File: src/sfif_defs.vh
// constants for the serial flash instruction front end
`ifndef SFIF_DEFS_VH
`define SFIF_DEFS_VH
`define SFIF_OP_RD      8'h03
`define SFIF_OP_FRD     8'h0B
`define SFIF_OP_DOR     8'h3B
`define SFIF_OP_QOR     8'h6B
`define SFIF_OP_DIO     8'hBB
`define SFIF_OP_QIO     8'hEB
`define SFIF_OP_WRAP    8'h77
`define SFIF_OP_ID      8'hAB
`define SFIF_OP_DID     8'h92
`define SFIF_OP_SECRD   8'h48
`define SFIF_OP_SECER   8'h44
`define SFIF_OP_SECPG   8'h42
`define SFIF_OP_WREN    8'h06
`define SFIF_OP_VWREN   8'h50
`define SFIF_OP_WRDI    8'h04
`define SFIF_OP_RDSR1   8'h05
`define SFIF_OP_RDSR2   8'h35
`define SFIF_OP_WRSR    8'h01
`define SFIF_OP_PP      8'h02
`define SFIF_OP_QPP     8'h32
`define SFIF_OP_SE      8'h20
`define SFIF_OP_BE32    8'h52
`define SFIF_OP_BE64    8'hD8
`define SFIF_OP_CE1     8'hC7
`define SFIF_OP_CE2     8'h60
`define SFIF_SEC_R0     8'h00
`define SFIF_SEC_R1     8'h10
`define SFIF_SEC_R2     8'h20
`define SFIF_SEC_R3     8'h30
`define SFIF_ADDR_BITS  6'd24
`define SFIF_DUMMY_BITS 6'd8
`define SFIF_ID_DUMMY   6'd24
`define SFIF_QIO_GAP    6'd4
`define SFIF_WRAP_NIB   6'd6
`endif

File: src/sfif_sync.v
// two-flop synchroniser for pin inputs
`timescale 1ns/1ps
module sfif_sync
#(
  parameter W = 1
)
(
  input  wire         clk_i,
  input  wire         rst_i,
  input  wire [W-1:0] d_i,
  input  wire [W-1:0] rst_val_i,
  output reg  [W-1:0] q_o
);
  reg [W-1:0] meta_q;
  always @(posedge clk_i)
  begin
    if (rst_i)
    begin
      meta_q <= rst_val_i;
      q_o    <= rst_val_i;
    end
    else
    begin
      meta_q <= d_i;
      q_o    <= meta_q;
    end
  end
endmodule

File: src/sfif_fifo.v
// small fifo holding bytes from the array read port
`timescale 1ns/1ps
module sfif_fifo
#(
  parameter W = 8,
  parameter D = 4,
  parameter A = 2
)
(
  input  wire         clk_i,
  input  wire         rst_i,
  input  wire         flush_i,
  input  wire         in_valid_i,
  output wire         in_ready_o,
  input  wire [W-1:0] in_data_i,
  output wire         out_valid_o,
  input  wire         out_ready_i,
  output wire [W-1:0] out_data_o
);
  reg [W-1:0] mem [0:D-1];
  reg [A:0]   wp_q;
  reg [A:0]   rp_q;
  wire        full  = (wp_q[A] != rp_q[A]) && (wp_q[A-1:0] == rp_q[A-1:0]);
  wire        empty = (wp_q == rp_q);
  assign in_ready_o  = !full;
  assign out_valid_o = !empty;
  assign out_data_o  = mem[rp_q[A-1:0]];
  always @(posedge clk_i)
  begin
    if (in_valid_i && !full)
      mem[wp_q[A-1:0]] <= in_data_i;
  end
  always @(posedge clk_i)
  begin
    if (rst_i || flush_i)
    begin
      wp_q <= {(A+1){1'b0}};
      rp_q <= {(A+1){1'b0}};
    end
    else
    begin
      if (in_valid_i && !full)
        wp_q <= wp_q + 1'b1;
      if (out_ready_i && !empty)
        rp_q <= rp_q + 1'b1;
    end
  end
endmodule

File: src/sfif_top.v
// serial flash instruction front end: decode, shift, write latch
`timescale 1ns/1ps
`include "sfif_defs.vh"
module sfif_top
#(
  parameter FIFO_W     = 8,
  parameter FIFO_D     = 4,
  parameter FIFO_A     = 2,
  parameter PART_CODE  = 8'h5A,
  parameter MAKER_CODE = 8'hA5
)
(
  input  wire        clk_i,
  input  wire        rst_i,
  input  wire        select_n_i,
  input  wire        sclk_i,
  input  wire [3:0]  lane_i,
  output reg  [3:0]  lane_o,
  output reg  [3:0]  lane_oe_o,
  input  wire        busy_i,
  input  wire [7:0]  status1_i,
  input  wire [7:0]  status2_i,
  input  wire        op_done_i,
  output reg         write_latch_flag_o,
  output reg         vol_arm_o,
  output reg         rd_req_o,
  output reg  [23:0] rd_addr_o,
  input  wire        rd_valid_i,
  output wire        rd_ready_o,
  input  wire [7:0]  rd_data_i,
  output reg         wr_cmd_o,
  output reg  [7:0]  wr_op_o,
  output reg  [23:0] wr_addr_o,
  output reg  [6:4]  wrap_setting_bits_o,
  output reg         wrap_set_o,
  output reg         sec_sel_valid_o,
  output reg  [1:0]  sec_sel_o
);
  // ph_* are one-hot phase codes
  localparam [6:0] PH_OP   = 7'h01;
  localparam [6:0] PH_ADR  = 7'h02;
  localparam [6:0] PH_MODE = 7'h04;
  localparam [6:0] PH_DUM  = 7'h08;
  localparam [6:0] PH_OUT  = 7'h10;
  localparam [6:0] PH_IN   = 7'h20;
  localparam [6:0] PH_IGN  = 7'h40;

  // bits delivered per sclk edge for a lane width code
  function [5:0] step;
    input [1:0] w;
    begin
      case (w)
        2'd1:    step = 6'd2;
        2'd2:    step = 6'd4;
        default: step = 6'd1;
      endcase
    end
  endfunction

  // write commands that need the latch (or, for WRSR, the volatile arm) and a byte boundary
  function is_wr;
    input [7:0] op;
    begin
      case (op)
        `SFIF_OP_PP, `SFIF_OP_QPP, `SFIF_OP_SE, `SFIF_OP_BE32, `SFIF_OP_BE64,
        `SFIF_OP_CE1, `SFIF_OP_CE2, `SFIF_OP_WRSR, `SFIF_OP_SECER,
        `SFIF_OP_SECPG: is_wr = 1'b1;
        default:        is_wr = 1'b0;
      endcase
    end
  endfunction

  wire [5:0] pin_s;
  sfif_sync #(.W(6)) u_sync
  (
    .clk_i     (clk_i),
    .rst_i     (rst_i),
    .d_i       ({select_n_i, sclk_i, lane_i}),
    .rst_val_i (6'b100000),
    .q_o       (pin_s)
  );
  wire       sel_n = pin_s[5];
  wire       sck   = pin_s[4];
  wire [3:0] din   = pin_s[3:0];

  reg        sck_q;
  reg        sel_q;
  reg  [6:0] ph_q;
  reg  [7:0] op_q;
  reg  [7:0] sh_q;
  reg  [5:0] cnt_q;
  reg  [2:0] bitc_q;
  reg  [1:0] inw_q;
  reg  [1:0] outw_q;
  reg  [23:0] adr_q;
  reg  [7:0] osh_q;
  reg  [3:0] oleft_q;
  reg        idsel_q;
  reg        from_fifo_q;
  reg        pop_q;
  reg        cap_q;

  wire rise    = sck && !sck_q;
  wire fall    = !sck && sck_q;
  wire sel_up  = sel_n && !sel_q;
  wire [5:0] stp = step(inw_q);
  wire [7:0] op_nx = {sh_q[6:0], din[0]};

  wire       f_valid;
  wire [7:0] f_data;
  sfif_fifo #(.W(FIFO_W), .D(FIFO_D), .A(FIFO_A)) u_fifo
  (
    .clk_i       (clk_i),
    .rst_i       (rst_i),
    .flush_i     (sel_n),
    .in_valid_i  (rd_valid_i),
    .in_ready_o  (rd_ready_o),
    .in_data_i   (rd_data_i),
    .out_valid_o (f_valid),
    .out_ready_i (pop_q),
    .out_data_o  (f_data)
  );

  // byte to load at each output byte boundary
  reg [7:0] nxt_byte;
  always @*
  begin
    nxt_byte = 8'h00;
    case (op_q)
      `SFIF_OP_RDSR1: nxt_byte = status1_i;
      `SFIF_OP_RDSR2: nxt_byte = status2_i;
      `SFIF_OP_ID:    nxt_byte = PART_CODE;
      `SFIF_OP_DID:   nxt_byte = idsel_q ? PART_CODE : MAKER_CODE;
      default:        nxt_byte = f_valid ? f_data : 8'hFF;
    endcase
  end

  wire [3:0] obits = (outw_q == 2'd2) ? osh_q[7:4] :
                     (outw_q == 2'd1) ? {2'b00, osh_q[7:6]} : {2'b00, osh_q[7], 1'b0};
  wire [5:0] ostp_w = step(outw_q);
  wire [3:0] ostp  = {1'b0, ostp_w[2:0]};

  always @(posedge clk_i)
  begin
    if (rst_i)
    begin
      sck_q <= 1'b0;
      sel_q <= 1'b1;
      ph_q <= PH_IGN;
      op_q <= 8'h00;
      sh_q <= 8'h00;
      cnt_q <= 6'd0;
      bitc_q <= 3'd0;
      inw_q <= 2'd0;
      outw_q <= 2'd0;
      adr_q <= 24'h000000;
      osh_q <= 8'h00;
      oleft_q <= 4'd0;
      idsel_q <= 1'b0;
      from_fifo_q <= 1'b0;
      pop_q <= 1'b0;
      cap_q <= 1'b0;
      lane_o <= 4'h0;
      lane_oe_o <= 4'h0;
      write_latch_flag_o <= 1'b0;
      vol_arm_o <= 1'b0;
      rd_req_o <= 1'b0;
      rd_addr_o <= 24'h000000;
      wr_cmd_o <= 1'b0;
      wr_op_o <= 8'h00;
      wr_addr_o <= 24'h000000;
      wrap_setting_bits_o <= 3'b000;
      wrap_set_o <= 1'b0;
      sec_sel_valid_o <= 1'b0;
      sec_sel_o <= 2'd0;
    end
    else
    begin
      sck_q <= sck;
      sel_q <= sel_n;
      pop_q <= 1'b0;
      rd_req_o <= 1'b0;
      wr_cmd_o <= 1'b0;
      wrap_set_o <= 1'b0;
      if (op_done_i)
        write_latch_flag_o <= 1'b0;
      if (sel_n)
      begin
        ph_q <= PH_OP;
        cnt_q <= 6'd0;
        bitc_q <= 3'd0;
        inw_q <= 2'd0;
        idsel_q <= 1'b0;
        lane_oe_o <= 4'h0;
        if (sel_up && ph_q != PH_IGN && is_wr(op_q) && bitc_q == 3'd0 && !busy_i)
        begin
          if (write_latch_flag_o || (op_q == `SFIF_OP_WRSR && vol_arm_o))
          begin
            wr_cmd_o <= 1'b1;
            wr_op_o <= op_q;
            wr_addr_o <= adr_q;
            if (op_q == `SFIF_OP_WRSR)
              vol_arm_o <= 1'b0;
          end
        end
        // single-byte opcodes park in the input phase once complete
        if (sel_up && ph_q == PH_IN && bitc_q == 3'd0 && !busy_i)
        begin
          if (op_q == `SFIF_OP_WREN)
            write_latch_flag_o <= 1'b1;
          if (op_q == `SFIF_OP_VWREN)
            vol_arm_o <= 1'b1;
          if (op_q == `SFIF_OP_WRDI)
          begin
            write_latch_flag_o <= 1'b0;
            vol_arm_o <= 1'b0;
          end
        end
        if (sel_up)
          op_q <= 8'h00;
      end
      else if (rise)
      begin
        bitc_q <= bitc_q + stp[2:0];
        case (ph_q)
          PH_OP:
          begin
            sh_q <= op_nx;
            if (bitc_q == 3'd7)
            begin
              op_q <= op_nx;
              cnt_q <= 6'd0;
              ph_q <= PH_ADR;
              case (op_nx)
                `SFIF_OP_RDSR1, `SFIF_OP_RDSR2:
                begin
                  ph_q <= PH_OUT;
                  outw_q <= 2'd0;
                end
                `SFIF_OP_DIO, `SFIF_OP_DID: inw_q <= 2'd1;
                `SFIF_OP_QIO, `SFIF_OP_WRAP: inw_q <= 2'd2;
                `SFIF_OP_ID: ph_q <= PH_DUM;
                `SFIF_OP_RD, `SFIF_OP_FRD, `SFIF_OP_DOR, `SFIF_OP_QOR,
                `SFIF_OP_SECRD, `SFIF_OP_SECER, `SFIF_OP_SECPG, `SFIF_OP_PP,
                `SFIF_OP_QPP, `SFIF_OP_SE, `SFIF_OP_BE32, `SFIF_OP_BE64: ph_q <= PH_ADR;
                default: ph_q <= PH_IN;
              endcase
              // busy drops all but status read
              if (busy_i && op_nx != `SFIF_OP_RDSR1 && op_nx != `SFIF_OP_RDSR2)
                ph_q <= PH_IGN;
            end
          end
          PH_ADR:
          begin
            // multi-lane address, lane 3 or 1 holds msb
            case (inw_q)
              2'd1:    adr_q <= {adr_q[21:0], din[1:0]};
              2'd2:    adr_q <= {adr_q[19:0], din};
              default: adr_q <= {adr_q[22:0], din[0]};
            endcase
            cnt_q <= cnt_q + stp;
            if (op_q == `SFIF_OP_WRAP && cnt_q == `SFIF_WRAP_NIB * 6'd4)
              wrap_setting_bits_o <= din[2:0];
            if (op_q == `SFIF_OP_WRAP && cnt_q == 6'd28)
            begin
              wrap_set_o <= 1'b1;
              ph_q <= PH_IGN;
            end
            else if (op_q != `SFIF_OP_WRAP && cnt_q + stp == `SFIF_ADDR_BITS)
            begin
              cnt_q <= 6'd0;
              cap_q <= 1'b1;
              case (op_q)
                `SFIF_OP_RD:                        ph_q <= PH_OUT;
                `SFIF_OP_DIO, `SFIF_OP_QIO, `SFIF_OP_DID: ph_q <= PH_MODE;
                `SFIF_OP_FRD, `SFIF_OP_DOR, `SFIF_OP_QOR, `SFIF_OP_SECRD: ph_q <= PH_DUM;
                default:                            ph_q <= PH_IN;
              endcase
            end
          end
          PH_MODE:
          begin
            // mode byte taken but continuous mode not supported
            cnt_q <= cnt_q + stp;
            if (cnt_q + stp == 6'd8)
            begin
              cnt_q <= 6'd0;
              ph_q <= (op_q == `SFIF_OP_QIO) ? PH_DUM : PH_OUT;
            end
          end
          PH_DUM:
          begin
            cnt_q <= cnt_q + 6'd1;
            if (cnt_q + 6'd1 == ((op_q == `SFIF_OP_ID) ? `SFIF_ID_DUMMY :
                (op_q == `SFIF_OP_QIO) ? `SFIF_QIO_GAP : `SFIF_DUMMY_BITS))
              ph_q <= PH_OUT;
          end
          default:
          begin
          end
        endcase
        // pick output lane width from op_q on every rising sclk edge
        case (op_q)
          `SFIF_OP_DOR, `SFIF_OP_DIO, `SFIF_OP_DID: outw_q <= 2'd1;
          `SFIF_OP_QOR, `SFIF_OP_QIO:               outw_q <= 2'd2;
          default:                                  outw_q <= 2'd0;
        endcase
      end
      else if (fall && ph_q == PH_OUT)
      begin
        if (oleft_q == 4'd0)
        begin
          // msb first on each lane group
          osh_q <= nxt_byte << ostp;
          oleft_q <= 4'd8 - ostp;
          lane_o <= (outw_q == 2'd2) ? nxt_byte[7:4] :
                    (outw_q == 2'd1) ? {2'b00, nxt_byte[7:6]} : {2'b00, nxt_byte[7], 1'b0};
          if (op_q == `SFIF_OP_DID)
            idsel_q <= !idsel_q;
          if (from_fifo_q)
            pop_q <= f_valid;
        end
        else
        begin
          osh_q <= osh_q << ostp;
          oleft_q <= oleft_q - ostp;
          lane_o <= obits;
        end
        lane_oe_o <= (outw_q == 2'd2) ? 4'hF : (outw_q == 2'd1) ? 4'h3 : 4'h2;
      end
      if (sel_n)
        oleft_q <= 4'd0;
      if (cap_q)
      begin
        cap_q <= 1'b0;
        from_fifo_q <= (op_q != `SFIF_OP_SECER && op_q != `SFIF_OP_SECPG && !is_wr(op_q));
        if (!is_wr(op_q))
        begin
          rd_req_o <= 1'b1;
          rd_addr_o <= adr_q;
        end
        sec_sel_valid_o <= 1'b0;
        if (adr_q[23:16] == 8'h00 && (adr_q[15:8] == `SFIF_SEC_R0 ||
            adr_q[15:8] == `SFIF_SEC_R1 || adr_q[15:8] == `SFIF_SEC_R2 ||
            adr_q[15:8] == `SFIF_SEC_R3))
        begin
          sec_sel_valid_o <= 1'b1;
          sec_sel_o <= adr_q[13:12];
        end
      end
    end
  end
endmodule

File: config.mk
export PLATFORM = sky130hd
export DESIGN_NAME = sfif_top
export DESIGN_NICKNAME = d
export VERILOG_FILES = /design/src/sfif_sync.v /design/src/sfif_fifo.v /design/src/sfif_top.v
export VERILOG_INCLUDE_DIRS = /design/src
export SDC_FILE = /design/constraint.sdc
export NUM_CORES = 1
export LEC_CHECK = 0
export ABC_CLOCK_PERIOD_IN_PS = 3000
export BUFFER_PORTS_ARGS = -buffer_cell sky130_fd_sc_hd__buf_2
export CORE_MARGIN = 3
export CORE_UTILIZATION = 40
export CTS_BUF_LIST = sky130_fd_sc_hd__clkbuf_4 sky130_fd_sc_hd__clkbuf_8
export DETAILED_ROUTE_END_ITERATION = 10
export PLACE_DENSITY_LB_ADDON = 0.15
export SLEW_MARGIN = 20
export SYNTH_ARGS = -nofsm -noshare
export SYNTH_HDL_FRONTEND = slang
export SYNTH_SLANG_ARGS = --single-unit
File: constraint.sdc
create_clock -name clk_i -period 3 [get_ports clk_i]
set_input_delay 0.6 -clock clk_i [delete_from_list [all_inputs] [get_ports clk_i]]
set_output_delay 0.6 -clock clk_i [all_outputs]
set_load 0.05 [all_outputs]
* After elaboration in Yosys (flattened, before gate mapping) *
Memories as Yosys holds them, arrays and structs flattened. A register that Yosys moved wholly into a read port is not among the register bits.
Cells that the tools add are included.

storage, ports and cells
  bits in registers = 170
  RAM bits = 32
  input port bits = 35
  output and inout bits = 76
  logic and storage cells = 276
  memories = 1

memories
  name        words  width  rd ports  clocked after Yosys merged registers in  wr ports  RTL line        text
  u_fifo.mem  4      8      1         1                                        1         sfif_fifo.v:20  reg [W-1:0] mem [0:D-1];

cells by class
  $add $sub $neg = 7
  equal/unequal tests = 81
  shifts and indexed selects = 2
  multiplexer cells = 66
  bitwise logic cells = 9
  reductions and logical operators = 76

operators by type and width
  kind                                                 number
  equality test 8 x 7 -> 1 bit, second input constant  14
  equality test 8 bit, second input constant           11
  equality test 8 x 6 -> 1 bit, second input constant  10
  2-to-1 mux 8 bit                                     8
  2-to-1 mux 7 bit                                     8
  one-hot mux 24 bit (2 select lines)                  1
  one-hot mux 6 bit (3 select lines)                   2
  equality test 8 x 2 -> 1 bit, second input constant  4
  equality test 8 x 3 -> 1 bit, second input constant  4
  one-hot mux 8 bit (4 select lines)                   1
  one-hot mux 7 bit (4 select lines)                   1
  2-to-1 mux 1 bit                                     26
  2-to-1 mux 4 bit                                     6
  2-to-1 mux 6 bit                                     4
  != test 8 x 7 -> 1 bit, second input constant        3
  one-hot mux 6 bit (4 select lines)                   1
  logical AND 1 bit                                    23
  equality test 6 x 5 -> 1 bit, second input constant  3
  equality test 8 x 4 -> 1 bit, second input constant  2
  logical NOT 8 bit                                    2
  AND reduction 4 bit                                  4
  OR reduction 16 bit                                  1
  << shifter 8 x 3 -> 8 bit                            2
  AND reduction 3 bit                                  5
  other kinds (48)                                     95

* Logic depth before layout (Yosys ltp) *
  depth in word-level cells = 12
  depth in mapped cells = 14
  depth with buffers taken out = 13

* By module *
From an unflattened synthesis, not the netlist that was laid out.

second synthesis, totals
  cells, all modules = 1,165
  area total of the unflattened synthesis = 10,308.6 µm²

by module, submodules not included
  module     instances  cells an instance  area an instance (µm²)  seq. area each (µm²)
  sfif_top   1          1,029              8,152.8                 3,022.9
  sfif_fifo  1          111                1,731.7                 1,121.1
  sfif_sync  1          25                 424.2                   240.2

* Least setup slack after synthesis *
OpenSTA, ideal clock, no wires.

  path type = reg2reg
  from = register inw_q[0]
  to = register ph_q[1]
  setup time = 0.128 ns
  data arrival time = 2.645 ns
  required time = 2.872 ns
  setup slack = 0.228 ns
  stages on the path, launching flop included = 15
  path buffers = 1
  clock period less this slack = 2.772 ns
  cells stage by stage = dfxtp_1 inv_1 ha_1 ha_1 inv_1 fa_1 xor2_1 xnor2_1 nor4_1 nand3_1 nor2_1 o211a_1 buf_2 mux2i_1 nor2_1

between the ends
  cells in the longest elaborated chain, start to end = 7
  elaborated cells between the ends (all ways) = 10
  those cells by class = add/sub (1); eq/ne (6); mux (1); reduce/logical (2)

RTL lines
  element                                                                     RTL line                        text
  start, declared                                                             sfif_top.v:93                   reg [1:0] inw_q;
  start signal, assigned                                                      sfif_top.v:154                  inw_q <= 2'd0;
  start signal, assigned                                                      sfif_top.v:192                  inw_q <= 2'd0;
  start signal, assigned                                                      sfif_top.v:240                  `SFIF_OP_DIO, `SFIF_OP_DID: inw_q <= 2'd1;
  equality test 2 bit / equality test 2 x 1 -> 1 bit (equally long branches)  sfif_top.v:52                   case (w)
  one-hot mux 3 bit (2 select lines) *                                        sfif_top.v:52
  adder 6 bit *                                                               sfif_top.v:269, sfif_top.v:285
  equality test 6 x 5 -> 1 bit (no line)                                      --
  logical AND 1 bit (no line)                                                 --
  != test 3 bit (no line)                                                     --
  AND reduction 6 bit (no line) *                                             --
  end signal, assigned                                                        sfif_top.v:288                  ph_q <= (op_q == `SFIF_OP_QIO) ? PH_DUM : PH_OUT;
  end, declared                                                               sfif_top.v:88                   reg [6:0] ph_q;

Mark *: on every way between the ends. The rest lies on a longest branch, timed or not.
A chain may end at the register's enable or synchronous reset.

* Final worst setup path *
  from = register inw_q[0]
  to = register ph_q[2]

Same word-level chain as after synthesis.

==> results_dict.tcl <==
set metrics [dict create \
    core_region_area_um2 24400 \
    clock_tree_from_tritoncts "done" \
    synthesis.area_um2 9950 \
    hold_path_class "input port to register" \
    synth_enable_flop_cells 32 \
    post_detailed_placement_cell_area_um2 11000 \
    finalMaxSlewViolations 0 \
    synth.net_count 1166 \
    cts_htree_levels 2 \
    crit_arrival_ps 3320 \
    number_of_failing_hold_endpoints_at_the_final_stage 0 \
    io_pins 111 \
    cts_max_path_buffers 3 \
    setup.reg_to_reg.worst_slack_ps 60 \
    diodes 0 \
    grt_pass1_vias 7687 \
    ant_nets 0 \
    floorplan.die.width_um 164 \
    pleak_nw 4.90 \
    clock_tree.root_cell "clkbuf_8" \
    drive_above_1_share_pct 22.1 \
    nNetsFinal 1282 \
    dr_total_vias 8511 \
    yosysTopAreaCell "dfxtp_1" \
    fp.dieH_um 164 \
    number_of_buffers_added_by_the_clock_tree_synthesis_step 36 \
    layout-area-overhead-vs-synth_pct 19.6 \
    rows 57 \
    ys_async_rst_share_pct 0 \
    synth-warning-count 0 \
    ir_drop_uv 376 \
    grt_max_degree 143 \
    synth.avg_cell_area_um2 8.97 \
    top_usage_layer "met2" \
    rsz_0062_raised_after_global_routing "yes" \
    crit_path_frequent_cell "ha_4" \
    fin_crit_ps 2940 \
    yosysUniqueCellTypes 78 \
    detailedRoute.firstIterationViolations 814 \
    wirelength_routed_um 26500 \
    timing.critical_path.fanout_max 8 \
    grt.overflow.total 0 \
    yosysSeqAreaShare_pct 44.1 \
    fin_worst_skew_ps 25.9 \
    timing.setup.critical_path_class "register to register" \
    post-dp-hpwl_um 18000 \
    critPathSlowestCell "fa_2" \
    routedWlPerCell_um 16.8 \
    starting_density_of_the_core_pct 40.8 \
    crit_path_max_incr_delay_ps 420 \
    place.gp.congestion 0.868 \
    startpoint_type "register" \
    die_area_um2 26800 \
    cpLargestDelayFamily "adder cells" \
    drv.max_cap_violation_count 0 \
    place.port_buffers 110 \
    netlist_top_cells_area "dfxtp_1 (34%), edfxtp_1 (9.7%), nor2_1 (8.5%)" \
    path_cells "inv_2, ha_4, ha_4, inv_1, fa_2, xor2_2, xnor2_1, nor4_2, buf_4, nand3_2, nor2_4, o211a_4, mux2i_1, nor2_1" \
    clk_pin_slew_worst_paths_ps 60 \
    synthDominantCellAreaShare_pct 34.4 \
    groute.layer.met3.usage_pct 3.68 \
    synth_ff_type "dfxtp_1" \
    timing.slew.headroom_pct 42.0 \
    syn-instance-count 1109 \
    timing.critical_path.buf_inv 3 \
    finish.utilization_pct 48.8 \
    timing.final.setup_violations 0 \
    grt_antenna_before_repair 0 \
    fmax_mhz 340 \
    post-route-period-util_pct 98.1 \
    use_met2_pct 29.1 \
    ys_ff_latch 203 \
    dr.pass1.iters 5 \
    critPathRequiredTime_ps 3370 \
    stdcell_area_um2 11900 \
    global_route_wire_length_before_repair_um 41900 \
    p_per_area_nw_per_um2 472 \
    grt_util_met1_pct 28.0 \
    track_usage_pct 19.2 \
    clk-insertion-delay-late_ps 530 \
    detail_route.vias_per_cell 5.41 \
    outcome "complete, no violations" \
    critPathCaptureType "register" \
    max_slew.worst_pin.slew_ps 870 \
    remaining_drc_errors 0 \
    postCtsHoldBufs 0 \
    numClockSinks 203 \
]
registers in the layout (all words and copies together), names as in the netlist, 7 cells and up, named ones only:
signal,flops
wr_addr_o,24
wr_op_o,8
osh_q,8
rd_addr_o,24
sh_q,7
ph_q,7
op_q,8
adr_q,24
u_fifo.mem,32
cells in the mapped netlist, drive strengths merged, types with 5 or more instances:
master	instances
and3	12
a31oi	10
nand2b	15
a21oi	88
nor4bb	5
mux4	8
a22oi	34
buf	15
nand3b	7
a221oi	6
a2111oi	6
ha	19
clkbuf	72
o21ai	27
dfxtp	171
a211oi	9
xnor2	14
nand3	18
nand4	15
or2	7
nor2	225
edfxtp	32
nand2	32
or3	6
inv	28
nor2b	23
xor2	8
nor3	25
o21a	5
nor3b	8
nor4	12
mux2i	76
layout make-up:
| class | count | area (um2) |
|---|---|---|
| Fill cell | 2384 | 12500 |
| Multi-Input combinational cell | 791 | 5220 |
| Sequential cell | 203 | 4390 |
| Timing Repair Buffer | 165 | 1020 |
| Clock buffer | 56 | 727 |
| Tap cell | 324 | 405 |
| Inverter | 28 | 105 |
| Clock inverter | 7 | 40.0 |
metal layers:
metal	vias to the layer above	wire length, um	share of wire, %
met2	229	11700	44
li1	4196	-	-
met5	-	0	0
met4	0	496	1.9
met1	4044	12700	48
met3	42	1570	5.9
path summary, 6_finish.rpt:
check | startpoint | endpoint | depth (start not counted)
setup reg to reg | inw_q[0] | ph_q[2] | 14
setup / recovery | inw_q[0] | ph_q[2] | 14
hold / removal | select_n_i | u_sync.meta_q[5] | 2
hold reg to reg | u_sync.meta_q[5] | u_sync.q_o[5] | 1
power breakdown:
group | switching [mW] | total [mW] | internal, mW | leakage (nW)
clock | 1.14 | 2.68 | 1.54 | 0.406
combinational | 0.0832 | 0.134 | 0.0504 | 2.82
sequential | 0.0131 | 2.80 | 2.78 | 1.67
repair_timing:
item,CTS,global route
pin swaps,1,7
hold endpoints to repair,0,0
buffers inserted,1,4
resized for setup,4,19
setup endpoints to repair,5,18
through the flow:
step                      power (mW)  TNS, ps  hold WS, ps  std cells  setup WS, ps
after global routing            5.83     -358          267       1574         -66.8
after global placement          2.99        0          392       1506          20.3
after detailed placement        2.99    -84.9          393       1506         -33.4
after CTS                       5.71        0          250       1570          30.6
final                           5.61        0          273       1574          57.3
after floorplan                 2.93        0          389       1109           228
cells in the final DEF, fill, tap and decap left out, types with 23 or more instances in the layout:
cell / count
nor2_1: 224
dfxtp_1: 170
buf_2: 109
a21oi_1: 88
mux2i_1: 76
buf_4: 52
clkbuf_8: 49
a22oi_1: 34
nand2_1: 32
edfxtp_1: 32
inv_1: 27
nor3_1: 25
nor2b_1: 23
o21ai_0: 23
logic make-up (layout without fill, tap and decap cells):
logic type      after synthesis  after routing  share of synthesized area (%)
compound gates              229            229                           15.2
xor+xnor                     22             22                           1.94
fa+ha+maj                    22             22                           2.99
buf+inv                     115            256                           4.58
flops                       203            203                           44.1
mux                          88             88                           9.91
simple gates                430            430                           21.3
Power figures use the tool's default switching activity.
